### config.mk
export PLATFORM = sky130hd
export DESIGN_NAME = ppc_engine
export DESIGN_NICKNAME = d
export VERILOG_FILES = /design/src/rtl/ppc_pkg.sv /design/src/rtl/ppc_engine.sv /design/src/rtl/ppc_drive_map.sv
export SDC_FILE = /design/constraint.sdc
export NUM_CORES = 1
export LEC_CHECK = 0
export BUFFER_PORTS_ARGS = -buffer_cell sky130_fd_sc_hd__buf_2
export CAP_MARGIN = 10
export CELL_PAD_IN_SITES_DETAIL_PLACEMENT = 1
export CELL_PAD_IN_SITES_GLOBAL_PLACEMENT = 2
export CORE_ASPECT_RATIO = 0.75
export CORE_MARGIN = 8
export CORE_UTILIZATION = 32
export DETAILED_ROUTE_END_ITERATION = 8
export GPL_ROUTABILITY_DRIVEN = 0
export PLACE_DENSITY_LB_ADDON = 0.2
export SLEW_MARGIN = 20
export SYNTH_ARGS = -nofsm -noshare
export SYNTH_HDL_FRONTEND = slang
export SYNTH_HIERARCHICAL = 1
export SYNTH_SLANG_ARGS = --single-unit
### constraint.sdc
create_clock -name pclk -period 2.6 [get_ports pclk]
set_clock_uncertainty 0.05 [all_clocks]
set_input_delay 0 -clock pclk [delete_from_list [all_inputs] [get_ports pclk]]
set_output_delay 0 -clock pclk [all_outputs]
set_load 0.05 [all_outputs]
### src/rtl/ppc_pkg.sv
package ppc_pkg;
   // ************************************************
   // register word indices; the byte address is four times the index
   // ************************************************
   localparam logic [7:0] ADDR_GENERAL_CONFIG_ZERO = 8'h8d;
   localparam logic [7:0] ADDR_PULSE_CONFIG = 8'h8e;
   localparam logic [7:0] ADDR_GAIN_DRIVE = 8'h8f;
   localparam logic [7:0] ADDR_GENERAL_CONFIG_ONE = 8'h90;
   localparam logic [7:0] ADDR_GENERAL_CONFIG_SIX = 8'ha0;
   localparam logic [7:0] ADDR_PROX_CONTROL = 8'ha4;
   localparam logic [7:0] ADDR_PROX_STATUS = 8'ha8;
   // ************************************************
   // reset values
   // ************************************************
   localparam logic [7:0] RST_GENERAL_CONFIG_ZERO = 8'h40;
   localparam logic [7:0] RST_PULSE_CONFIG = 8'h4f;
   localparam logic [7:0] RST_GAIN_DRIVE = 8'h80;
   localparam logic [7:0] RST_GENERAL_CONFIG_ONE = 8'h09;
   localparam logic [7:0] RST_GENERAL_CONFIG_SIX = 8'h00;
   // ************************************************
   // field positions
   // ************************************************
   localparam int POS_WIDTH_SEL = 6;
   localparam int POS_STRETCH = 0;
   localparam int POS_AUTO_PULSE_OFF = 6;
   localparam int POS_GAIN = 6;
   localparam int POS_CURRENT_DOUBLE_N = 5;
   localparam int POS_START = 0;
   localparam int POS_ENABLE = 1;
   // ************************************************
   // timing
   // ************************************************
   localparam int CLK_MHZ = 40;
   localparam int BASE_PULSE_NS = 4000;
   localparam int BASE_PULSE_CYC = (BASE_PULSE_NS * CLK_MHZ) / 1000;
   localparam int STRETCH_SHIFT = 4;
   localparam int GAP_NS = 1000;
   localparam int GAP_CYC = (GAP_NS * CLK_MHZ) / 1000;
   localparam logic [3:0] MAX_DRIVE_CODE = 4'h8;
   typedef enum logic [2:0] {
      ST_IDLE = 3'b001,
      ST_PULSE = 3'b010,
      ST_GAP = 3'b100
   } ppc_state_t;
endpackage

### src/rtl/ppc_engine.sv
`timescale 1ns/1ps
// How it works
// - two-bit width code picks 4, 8, 16 or 32 us pulses; default 1
// - stretch bit makes every pulse sixteen times longer
// - count field plus one is the pulse limit per cycle; default 15
// - automatic control adds pulses until limit or near saturation
// - automatic control ends integration early for very near or far targets
// - with automatic control disabled exactly the programmed count plus one is emitted
// - two-bit gain code gives 1x, 2x, 4x, 8x; default 2
// - drive code 0..8 selects 2..19 mA, doubled while the trim bit is low; codes above 8 reserved (clamped to code 8 here)
module ppc_engine
   import ppc_pkg::*;
#(
   parameter int COUNT_W = 6
)
(
   // clock and reset
   input wire logic pclk,
   input wire logic presetn,
   input wire logic clk_en,
   // apb slave
   input wire logic psel,
   input wire logic penable,
   input wire logic pwrite,
   input wire logic [11:0] paddr,
   input wire logic [31:0] pwdata,
   input wire logic [3:0] pstrb,
   output logic [31:0] prdata,
   output logic pready,
   output logic pslverr,
   // photodiode front end
   input wire logic near_saturation,
   input wire logic target_extreme,
   // emitter driver
   output logic emitter_on,
   output logic [5:0] emitter_milliamps,
   output logic [1:0] prox_sensor_gain,
   output logic cycle_done,
   output logic [COUNT_W:0] pulses_sent
);
   // ************************************************
   // registers
   // ************************************************
   logic [7:0] general_config_zero, next_general_config_zero;
   logic [7:0] proximity_pulse_config, next_proximity_pulse_config;
   logic [7:0] proximity_gain_drive, next_proximity_gain_drive;
   logic [7:0] general_config_one, next_general_config_one;
   logic [7:0] general_config_six, next_general_config_six;
   logic prox_enable, next_prox_enable;
   logic start_req, next_start_req;
   logic [31:0] next_prdata;
   logic wr, rd, hit;
   logic [7:0] a8;
   logic busy;
   assign pready = 1'b1;
   // registers sit on word indices; the byte address is four times the index
   assign a8 = paddr[9:2];
   assign wr = psel && penable && pwrite && pstrb[0];
   // read data loads at the setup edge, so it stands from a flop through the zero-wait access phase
   assign rd = psel && !penable && !pwrite;
   assign hit = (paddr[11:10] == 2'b00) && (paddr[1:0] == 2'b00) &&
      (a8 == ADDR_GENERAL_CONFIG_ZERO || a8 == ADDR_PULSE_CONFIG || a8 == ADDR_GAIN_DRIVE ||
       a8 == ADDR_GENERAL_CONFIG_ONE || a8 == ADDR_GENERAL_CONFIG_SIX ||
       a8 == ADDR_PROX_CONTROL || a8 == ADDR_PROX_STATUS);
   assign pslverr = psel && penable && !hit;
   always_comb begin
      next_general_config_zero = general_config_zero;
      next_proximity_pulse_config = proximity_pulse_config;
      next_proximity_gain_drive = proximity_gain_drive;
      next_general_config_one = general_config_one;
      next_general_config_six = general_config_six;
      next_prox_enable = prox_enable;
      next_start_req = start_req;
      next_prdata = prdata;
      if (cycle_done) begin
         next_start_req = 1'b0;
      end
      if (wr && hit) begin
         if (a8 == ADDR_GENERAL_CONFIG_ZERO) begin
            next_general_config_zero = pwdata[7:0];
         end else if (a8 == ADDR_PULSE_CONFIG) begin
            next_proximity_pulse_config = pwdata[7:0];
         end else if (a8 == ADDR_GAIN_DRIVE) begin
            next_proximity_gain_drive = pwdata[7:0];
         end else if (a8 == ADDR_GENERAL_CONFIG_ONE) begin
            next_general_config_one = pwdata[7:0];
         end else if (a8 == ADDR_GENERAL_CONFIG_SIX) begin
            next_general_config_six = pwdata[7:0];
         end else if (a8 == ADDR_PROX_CONTROL) begin
            next_prox_enable = pwdata[POS_ENABLE];
            if (pwdata[POS_START]) begin
               next_start_req = 1'b1;
            end
         end
      end
      if (rd) begin
         if (!hit) begin
            next_prdata = 32'h0000_0000;
         end else if (a8 == ADDR_GENERAL_CONFIG_ZERO) begin
            next_prdata = {24'h00_0000, general_config_zero};
         end else if (a8 == ADDR_PULSE_CONFIG) begin
            next_prdata = {24'h00_0000, proximity_pulse_config};
         end else if (a8 == ADDR_GAIN_DRIVE) begin
            next_prdata = {24'h00_0000, proximity_gain_drive};
         end else if (a8 == ADDR_GENERAL_CONFIG_ONE) begin
            next_prdata = {24'h00_0000, general_config_one};
         end else if (a8 == ADDR_GENERAL_CONFIG_SIX) begin
            next_prdata = {24'h00_0000, general_config_six};
         end else if (a8 == ADDR_PROX_CONTROL) begin
            next_prdata = {30'h0000_0000, prox_enable, start_req};
         end else if (a8 == ADDR_PROX_STATUS) begin
            next_prdata = 32'({pulses_sent, busy});
         end else begin
            next_prdata = 32'h0000_0000;
         end
      end
   end
   // ************************************************
   // sequencer
   // ************************************************
   ppc_state_t state, next_state;
   logic [COUNT_W-1:0] lim, next_lim;
   logic [COUNT_W:0] sent, next_sent;
   logic [15:0] tmr, next_tmr;
   logic [15:0] width_cyc, next_width_cyc;
   logic auto_on, next_auto_on;
   logic [1:0] gain_q, next_gain_q;
   logic [3:0] drv_q, next_drv_q;
   logic dbl_q, next_dbl_q;
   logic done_q, next_done_q;
   logic [15:0] sel_width;
   localparam logic [COUNT_W:0] ONE_PULSE = {{COUNT_W{1'b0}}, 1'b1};
   assign busy = (state != ST_IDLE);
   always_comb begin
      // width in cycles: base << code, then << 4 when stretched
      sel_width = 16'(BASE_PULSE_CYC) << proximity_pulse_config[POS_WIDTH_SEL +: 2];
      if (general_config_zero[POS_STRETCH]) begin
         sel_width = sel_width << STRETCH_SHIFT;
      end
      next_state = state;
      next_lim = lim;
      next_sent = sent;
      next_tmr = tmr;
      next_width_cyc = width_cyc;
      next_auto_on = auto_on;
      next_gain_q = gain_q;
      next_drv_q = drv_q;
      next_dbl_q = dbl_q;
      next_done_q = 1'b0;
      case (state)
         ST_IDLE: begin
            // a one-shot start is still set while cycle_done stands; without the mask it would rerun
            if (prox_enable || (start_req && !cycle_done)) begin
               // snapshot so mid-cycle writes cannot disturb it
               next_lim = proximity_pulse_config[COUNT_W-1:0];
               next_width_cyc = sel_width;
               next_auto_on = !general_config_six[POS_AUTO_PULSE_OFF];
               next_gain_q = proximity_gain_drive[POS_GAIN +: 2];
               next_drv_q = (proximity_gain_drive[3:0] > MAX_DRIVE_CODE) ? MAX_DRIVE_CODE
                  : proximity_gain_drive[3:0];
               next_dbl_q = general_config_one[POS_CURRENT_DOUBLE_N];
               next_sent = '0;
               next_tmr = sel_width - 16'h0001;
               next_state = ST_PULSE;
            end
         end
         ST_PULSE: begin
            if (tmr == 16'h0000) begin
               next_sent = sent + ONE_PULSE;
               next_tmr = 16'(GAP_CYC - 1);
               next_state = ST_GAP;
            end else begin
               next_tmr = tmr - 16'h0001;
            end
         end
         default: begin
            if (tmr != 16'h0000) begin
               next_tmr = tmr - 16'h0001;
            end else if (sent == {1'b0, lim} + ONE_PULSE) begin
               next_done_q = 1'b1;
               next_state = ST_IDLE;
            end else if (auto_on && (near_saturation || target_extreme)) begin
               next_done_q = 1'b1;
               next_state = ST_IDLE;
            end else begin
               next_tmr = width_cyc - 16'h0001;
               next_state = ST_PULSE;
            end
         end
      endcase
   end
   always_ff @(posedge pclk or negedge presetn) begin
      if (!presetn) begin
         general_config_zero <= RST_GENERAL_CONFIG_ZERO;
         proximity_pulse_config <= RST_PULSE_CONFIG;
         proximity_gain_drive <= RST_GAIN_DRIVE;
         general_config_one <= RST_GENERAL_CONFIG_ONE;
         general_config_six <= RST_GENERAL_CONFIG_SIX;
         prox_enable <= 1'b0;
         start_req <= 1'b0;
         prdata <= 32'h0000_0000;
         state <= ST_IDLE;
         lim <= '0;
         sent <= '0;
         tmr <= 16'h0000;
         width_cyc <= 16'h0000;
         auto_on <= 1'b0;
         gain_q <= RST_GAIN_DRIVE[POS_GAIN +: 2];
         drv_q <= 4'h0;
         dbl_q <= 1'b0;
         done_q <= 1'b0;
      end else if (clk_en) begin
         general_config_zero <= next_general_config_zero;
         proximity_pulse_config <= next_proximity_pulse_config;
         proximity_gain_drive <= next_proximity_gain_drive;
         general_config_one <= next_general_config_one;
         general_config_six <= next_general_config_six;
         prox_enable <= next_prox_enable;
         start_req <= next_start_req;
         prdata <= next_prdata;
         state <= next_state;
         lim <= next_lim;
         sent <= next_sent;
         tmr <= next_tmr;
         width_cyc <= next_width_cyc;
         auto_on <= next_auto_on;
         gain_q <= next_gain_q;
         drv_q <= next_drv_q;
         dbl_q <= next_dbl_q;
         done_q <= next_done_q;
      end
   end
   assign emitter_on = (state == ST_PULSE);
   assign cycle_done = done_q;
   assign pulses_sent = sent;
   assign prox_sensor_gain = gain_q;
   ppc_drive_map u_map (
      .code(drv_q),
      .double_n(dbl_q),
      .milliamps(emitter_milliamps)
   );
endmodule

### src/rtl/ppc_drive_map.sv
`timescale 1ns/1ps
// emitter current code to milliamps, doubled when the trim bit is low
module ppc_drive_map
   import ppc_pkg::*;
(
   input wire logic [3:0] code,
   input wire logic double_n,
   output logic [5:0] milliamps
);
   logic [4:0] nominal;
   always_comb begin
      case (code)
         4'h0: nominal = 5'h02;
         4'h1: nominal = 5'h04;
         4'h2: nominal = 5'h06;
         4'h3: nominal = 5'h08;
         4'h4: nominal = 5'h0a;
         4'h5: nominal = 5'h0c;
         4'h6: nominal = 5'h0e;
         4'h7: nominal = 5'h11;
         4'h8: nominal = 5'h13;
         default: nominal = 5'h00;
      endcase
      milliamps = double_n ? {1'b0, nominal} : {nominal, 1'b0};
   end
endmodule

==> results of run 1 <==
-- per-layer routing --
layer	up-vias	GRT usage
li1	2437	-
met1	2553	0.2489
met2	116	0.2391
met3	12	0.03474
met4	0	0.04006
met5	-	0
-- cells in the final DEF (no fill, tap or decap), types with 16 or more instances in the layout --
cell and n:
nor2_1 35, o21ai_1 25, nand2_1 86, o21ai_0 16, nand3_1 16, mux2_1 41, xnor2_1 16, dfrtp_1 90
conb_1 25, buf_2 53, a21oi_1 24, buf_4 39, nor3_1 16
-- where the power goes --
part	switching, mW	internal [mW]
Combinational	0.583	0.419
Clock	0.661	0.689
Sequential	0.152	1.69
Total	1.40	2.80
-- path summary, 6_finish.rpt --
check                                            to  slack [ns]  cells past startpoint
worst max register to register       pulses_sent[3]        0.11                      9
worst min-delay path                      prdata[0]        0.12                      4
worst max-delay path                 pulses_sent[3]        0.11                      9
max in group asynchronous       prox_sensor_gain[1]        1.47                      3
min in group asynchronous                   tmr[10]        0.20                      2
worst min register to register  prox_sensor_gain[1]        0.41                      2
-- cells by family (layout without fill, tap and decap cells) --
kind of cell	count (synthesis)	count (layout)	synth area share
simple gates	234	234	0.2005
compound gates	141	141	0.1563
flops	101	101	0.4097
buf+inv	76	140	0.06778
mux	56	56	0.1053
xor+xnor	29	29	0.04095
fa+ha+maj	9	9	0.01816
other cells	2	25	0.001211
-- critical path, cell delays in order (launching register included) --
cell,delay [ns]
dfrtp_1,0.42
inv_2,0.10
ha_4,0.15
or4b_1,0.45
nor3_2,0.19
nand3b_1,0.17
buf_4,0.18
a21o_1,0.21
or3_1,0.35
a21oi_1,0.14
-- metrics by stage --
step                instance area (um2)  std cells  hold WS (ns)    util  worst slack, ns
finish                             7271        988        0.1249  0.3795           0.1109
global route                       7271        988        0.1734  0.3795         0.003229
CTS                                7211        985        0.1245  0.3764          0.01056
detailed placement                 6824        959       0.08125  0.3562          0.02638
global placement                   6824        959       0.07466  0.3562           0.1202
floorplan                          6289        671       -0.3456       -           0.1479
-- sequential cells by signal, indices dropped and copies added (netlist names) --
register,cells
auto_on,1
cycle_done,1
dbl_q,1
drv_q,4
general_config_one,8
general_config_six,8
general_config_zero,8
lim,6
prdata,8
prox_enable,1
prox_sensor_gain,2
proximity_gain_drive,8
proximity_pulse_config,8
pulses_sent,7
start_req,1
state,3
tmr,16
width_cyc,10
-- cell usage after synthesis, types with 6 or more instances --
cell and number:
a21oi_1 24, nor4_1 7, nand3_1 16, dfrtp_1 90
xor2_1 13, dfstp_2 11, nor3_1 17, nor2_1 35
nand2_1 86, nand2b_1 13, inv_1 17, mux2i_1 6
ha_1 9, or3_1 7, a21boi_0 6, o21ai_0 16
clkbuf_1 19, mux2_1 41, xnor2_1 16, o31ai_1 12
buf_4 26, o21ai_1 26, mux2_4 8
-- cell type report --
type	count	area, um2	area share
clock buffers	11	242.7	0.03339
clock inverters	5	43.79	0.006023
inverters	21	78.83	0.01084
multi-input cells	494	3369	0.4634
flip-flops and latches	101	2541	0.3495
well taps	253	316.6	0.04354
repair buffers	103	678.2	0.09327
-- what timing repair did --
action | CTS | global route
hold endpoints to repair | 92 | 0
buffers inserted | 0 | 3
resized for setup | 0 | 8
hold buffers | 10 | 0
endpoints found under the setup margin | 0 | 5
==> reports/qor.yml, run 1 <==
die:
  fp.dieW_um: 176.8
  die_y_um: 136.6
  dieArea_um2: 24140
  initial_core_util: 0.3237
  io_pins: 107
  rows: 44
  core_area_um2: 19160
sta:
  tns_ns: 0
  rsz0062_at_grt: "no"
  hold_viol: 0
  finalSetupViolCount: 0
  finalMaxSlewViolations: 0
  clock.fmax_ghz: 0.4018
  relSlewSlack: 0.4857
  worstMarginPinSlew_ns: 0.7715
  finalCritPeriodShare: 0.9573
  min_period_ns: 2.489
worst_setup_path:
  critical_path.startpoint: "tmr[0]"
  rr_startpoint: "tmr[0]"
  critPathMaxFanout: 4
  crit_path_end_kind: "flop"
  crit_required_ns: 2.84
  cp.arrival_ns: 2.73
  crit_type: "flop to flop"
  cp-start-kind: "flop"
final_layout:
  antenna_cells: 0
  final_layout_size_suffix_gt1_frac: 0.2218
  nets: 795
  fill_cells: 2221
  synthToLayoutAreaGrowth_pct: 17.23
clock_tree:
  htreeDepth: 3
  insertion_delay_ns: 0.36
  clkSinkCount: 101
  cts_tree: "built"
  numCtsBuffers: 9
  clockRootBuffer: "clkbuf_16"
  clk_pin_slew_worst_paths_ns: 0.08
  clockBufferDepth: 2
global_routing:
  grt_first_pass_wirelength_um: 31460
  grt_pass1_vias: 5399
  grt_max_degree: 53
  overflow: 0
  antenna_found_initial: 0
  grt_use_total: 0.1666
detailed_routing:
  wl_met3_um: 1025
  m1WireLength_um: 10060
  via_per_inst: 5.180
  top_layer: "met4"
  drtPass1Iterations: 4
  drt_iter0_drc: 304
  ant_nets: 0
  wl_um: 19520
  route.met2.wl_um: 8280
  routedWlPerCell_um: 19.76
  drc: 0
  vias: 5118
power:
  leakage_nw: 3.284
  vdd_ir_drop_max_v: 0.0002660
  p_total_mw: 4.193
  power.density_nw_per_um2: 576.7
synth:
  synth-seq-cells: 101
  netlist.area_leader.share: 0.3631
  ys_top_cells_by_area: "dfrtp_1 36%, mux2_1 7.4%, nand2_1 5.2%, dfstp_2 4.7%, buf_4 3.1%"
  ys_warn_count: 6
  async_reset_ff_frac: 1.000
  ys_types: 83
  syn_area_um2: 6202
  synth-main-ff-cell: "dfrtp_1"
  ys_seq_area_frac: 0.4097
  synth-edff-count: 0
  synth.avg_cell_area_um2: 9.571
  netlist.top_cell.by_area: "dfrtp_1"
  syn_inst: 648
status:
  status: "finished clean"
flow_run:
  maxCapViolCount: 0
placement:
  place_hpwl_um: 14960
  port_buffers: 54
min_path:
  min_from: "paddr[7]"
  hp-class: "primary input to flop"
(Power assumes the default switching activity.)
==> inputs of run 2 (changes only) <==
- CTS_CLUSTER_DIAMETER: not set -> 100
- PLACE_DENSITY: not set -> 0.75
- PLACE_DENSITY_LB_ADDON: 0.2 -> not set
==> reports/qor.yml, run 2 (same netlist as run 1, synthesis figures left out) <==
placement:
  post-place-ws_ns: -0.03850
  placed_cells: 961
  port_buffers: 54
  place_hpwl_um: 15550
power:
  p_int_mw: 2.785
  p_sw_mw: 1.455
  p_comb_frac: 0.236
  p_seq_frac: 0.442
  leakage_nw: 3.312
  p_total_mw: 4.240
  swShare: 0.3432
  p_clk_frac: 0.322
  power.density_nw_per_um2: 577.3
  vdd_ir_drop_max_v: 0.0003602
global_routing:
  overflow: 0
  grt_first_pass_wirelength_um: 32790
  grt_use_total: 0.1741
  grt_max_degree: 42
  antenna_found_initial: 0
  grt_pass1_vias: 5665
final_layout:
  reg_top3: "tmr x16, width_cyc x10"
  largest_reg_flops: 16
  synthToLayoutAreaGrowth_pct: 18.40
  most-common-layout-cells: "90 x dfrtp_1, 86 x nand2_1, 53 x buf_2, 41 x mux2_1, 39 x buf_4"
  seq_area_um2: 2541
  regMostFlops: "tmr"
  layout.cells.non_filler: 990
  final_layout_size_suffix_gt1_frac: 0.2307
  multiInputGateArea_um2: 3400
  antenna_cells: 0
  mostFrequentLayoutCell: "dfrtp_1"
  fill_cells: 2239
  nets: 797
sta:
  hold_ws_ns: 0.1198
  finalSetupViolCount: 0
  fin_ws_ns: 0.07117
  relSlewSlack: 0.5842
  clock.fmax_ghz: 0.3954
  worstMarginPinSlew_ns: 0.6225
  finalMaxSlewViolations: 0
  rsz0062_at_grt: "yes"
  finalCritPeriodShare: 0.9726
  hold_viol: 0
  min_period_ns: 2.529
  tns_ns: 0
worst_setup_path:
  critPathMaxFanout: 4
  cp.arrival_ns: 2.77
  crit_type: "flop to flop"
  cp-start-kind: "flop"
  timing.rr.end: "pulses_sent[5]"
  crit_required_ns: 2.84
  crit_path_end_kind: "flop"
  rr_startpoint: "tmr[0]"
  reg2regPathDepth: 8
  reg2reg_slack_ns: 0.07
flow_run:
  maxCapViolCount: 0
die:
  fp.dieW_um: 176.8
  io_pins: 107
  dieArea_um2: 24140
  rows: 44
  initial_core_util: 0.3237
  die_y_um: 136.6
  core_area_um2: 19160
detailed_routing:
  wl_um: 20130
  vias: 5144
  ant_nets: 0
  drtPass1Iterations: 4
  via_per_inst: 5.196
  drc: 0
  drt_iter0_drc: 356
  routedWlPerCell_um: 20.33
clock_tree:
  insertion_delay_ns: 0.36
  numCtsBuffers: 9
  clockBufferDepth: 2
  cts_tree: "built"
  clockRootBuffer: "clkbuf_16"
  clk_pin_slew_worst_paths_ns: 0.08
  htreeDepth: 3
  clkSinkCount: 101
min_path:
  hp-class: "primary input to async pin"
status:
  status: "finished clean"
==> run 2: cell count changes in the layout (fill, tap and decap cells not counted), moves of 2 or more <==
| cell | before | now |
|---|---|---|
| a21oi_1 | 24 | 22 |
| or4b_4 | 0 | 2 |
| buf_12 | 1 | 3 |
| inv_6 | 1 | 3 |
| or4b_1 | 3 | 1 |
==> run 2: per-stage QoR <==
stage	cell area (um2)	utilization
after detailed placement	6864	0.3583
after global routing	7343	0.3833
after CTS	7266	0.3792
after floorplan	6289	-
final	7343	0.3833
after global placement	6864	0.3583
==> run 2: how the worst max path moves through the flow <==
stage / cells past startpoint / to / slack [ns] / startpoint
finish: 8 / pulses_sent[5] / 0.07 / tmr[0]
global placement: 7 / tmr[5] / 0.01 / lim[1]
CTS: 9 / pulses_sent[3] / 0.008 / tmr[0]
detailed placement: 7 / tmr[5] / -0.04 / lim[1]
floorplan: 7 / tmr[10] / 0.15 / tmr[2]
global route: 8 / pulses_sent[5] / -0.06 / tmr[0]
==> run 2: power groups by stage <==
stage | combinational [mW] | sequential, mW | clock [mW]
finish | 1.00 | 1.87 | 1.37
global route | 1.09 | 1.89 | 1.47
CTS | 0.969 | 1.85 | 1.42
detailed placement | 0.954 | 1.88 | 0
global placement | 0.920 | 1.87 | 0
floorplan | 0.657 | 1.86 | 0
==> run 2: layout make-up <==
class,instances,share of cell area
clock buffers,9,0.03067
well taps,253,0.04311
inverters,21,0.01073
multi-input cells,494,0.4629
clock inverters,7,0.008690
repair buffers,105,0.09780
flip-flops and latches,101,0.3461
==> run 2: timing repair <==
item | 4_1_cts | 5_1_grt
buffers inserted | 0 | 3
gates resized for setup | 2 | 12
setup endpoints to repair | 9 | 5
pin swaps | 0 | 6
gates cloned | 0 | 0
hold endpoints to repair | 83 | 0
hold buffers | 10 | 0
==> run 2: per-layer routing <==
metal | routed length [um] | part of all wire | vias to the layer above | track usage
met2 | 8658 | 0.43 | 112 | 0.2541
li1 | - | - | 2431 | -
met4 | 270 | 0.013 | 0 | 0.04332
met1 | 10100 | 0.50 | 2584 | 0.2583
met3 | 1102 | 0.055 | 17 | 0.03309
met5 | 0 | 0 | - | 0
==> run 2: critical path, stage by stage (launching register included) <==
cell and delay (ns):
dfrtp_1 0.42, inv_2 0.10, ha_4 0.14, or4b_4 0.49, nor3_4 0.21, nand3b_1 0.16
a211oi_2 0.25, or4b_4 0.50, a21oi_2 0.13
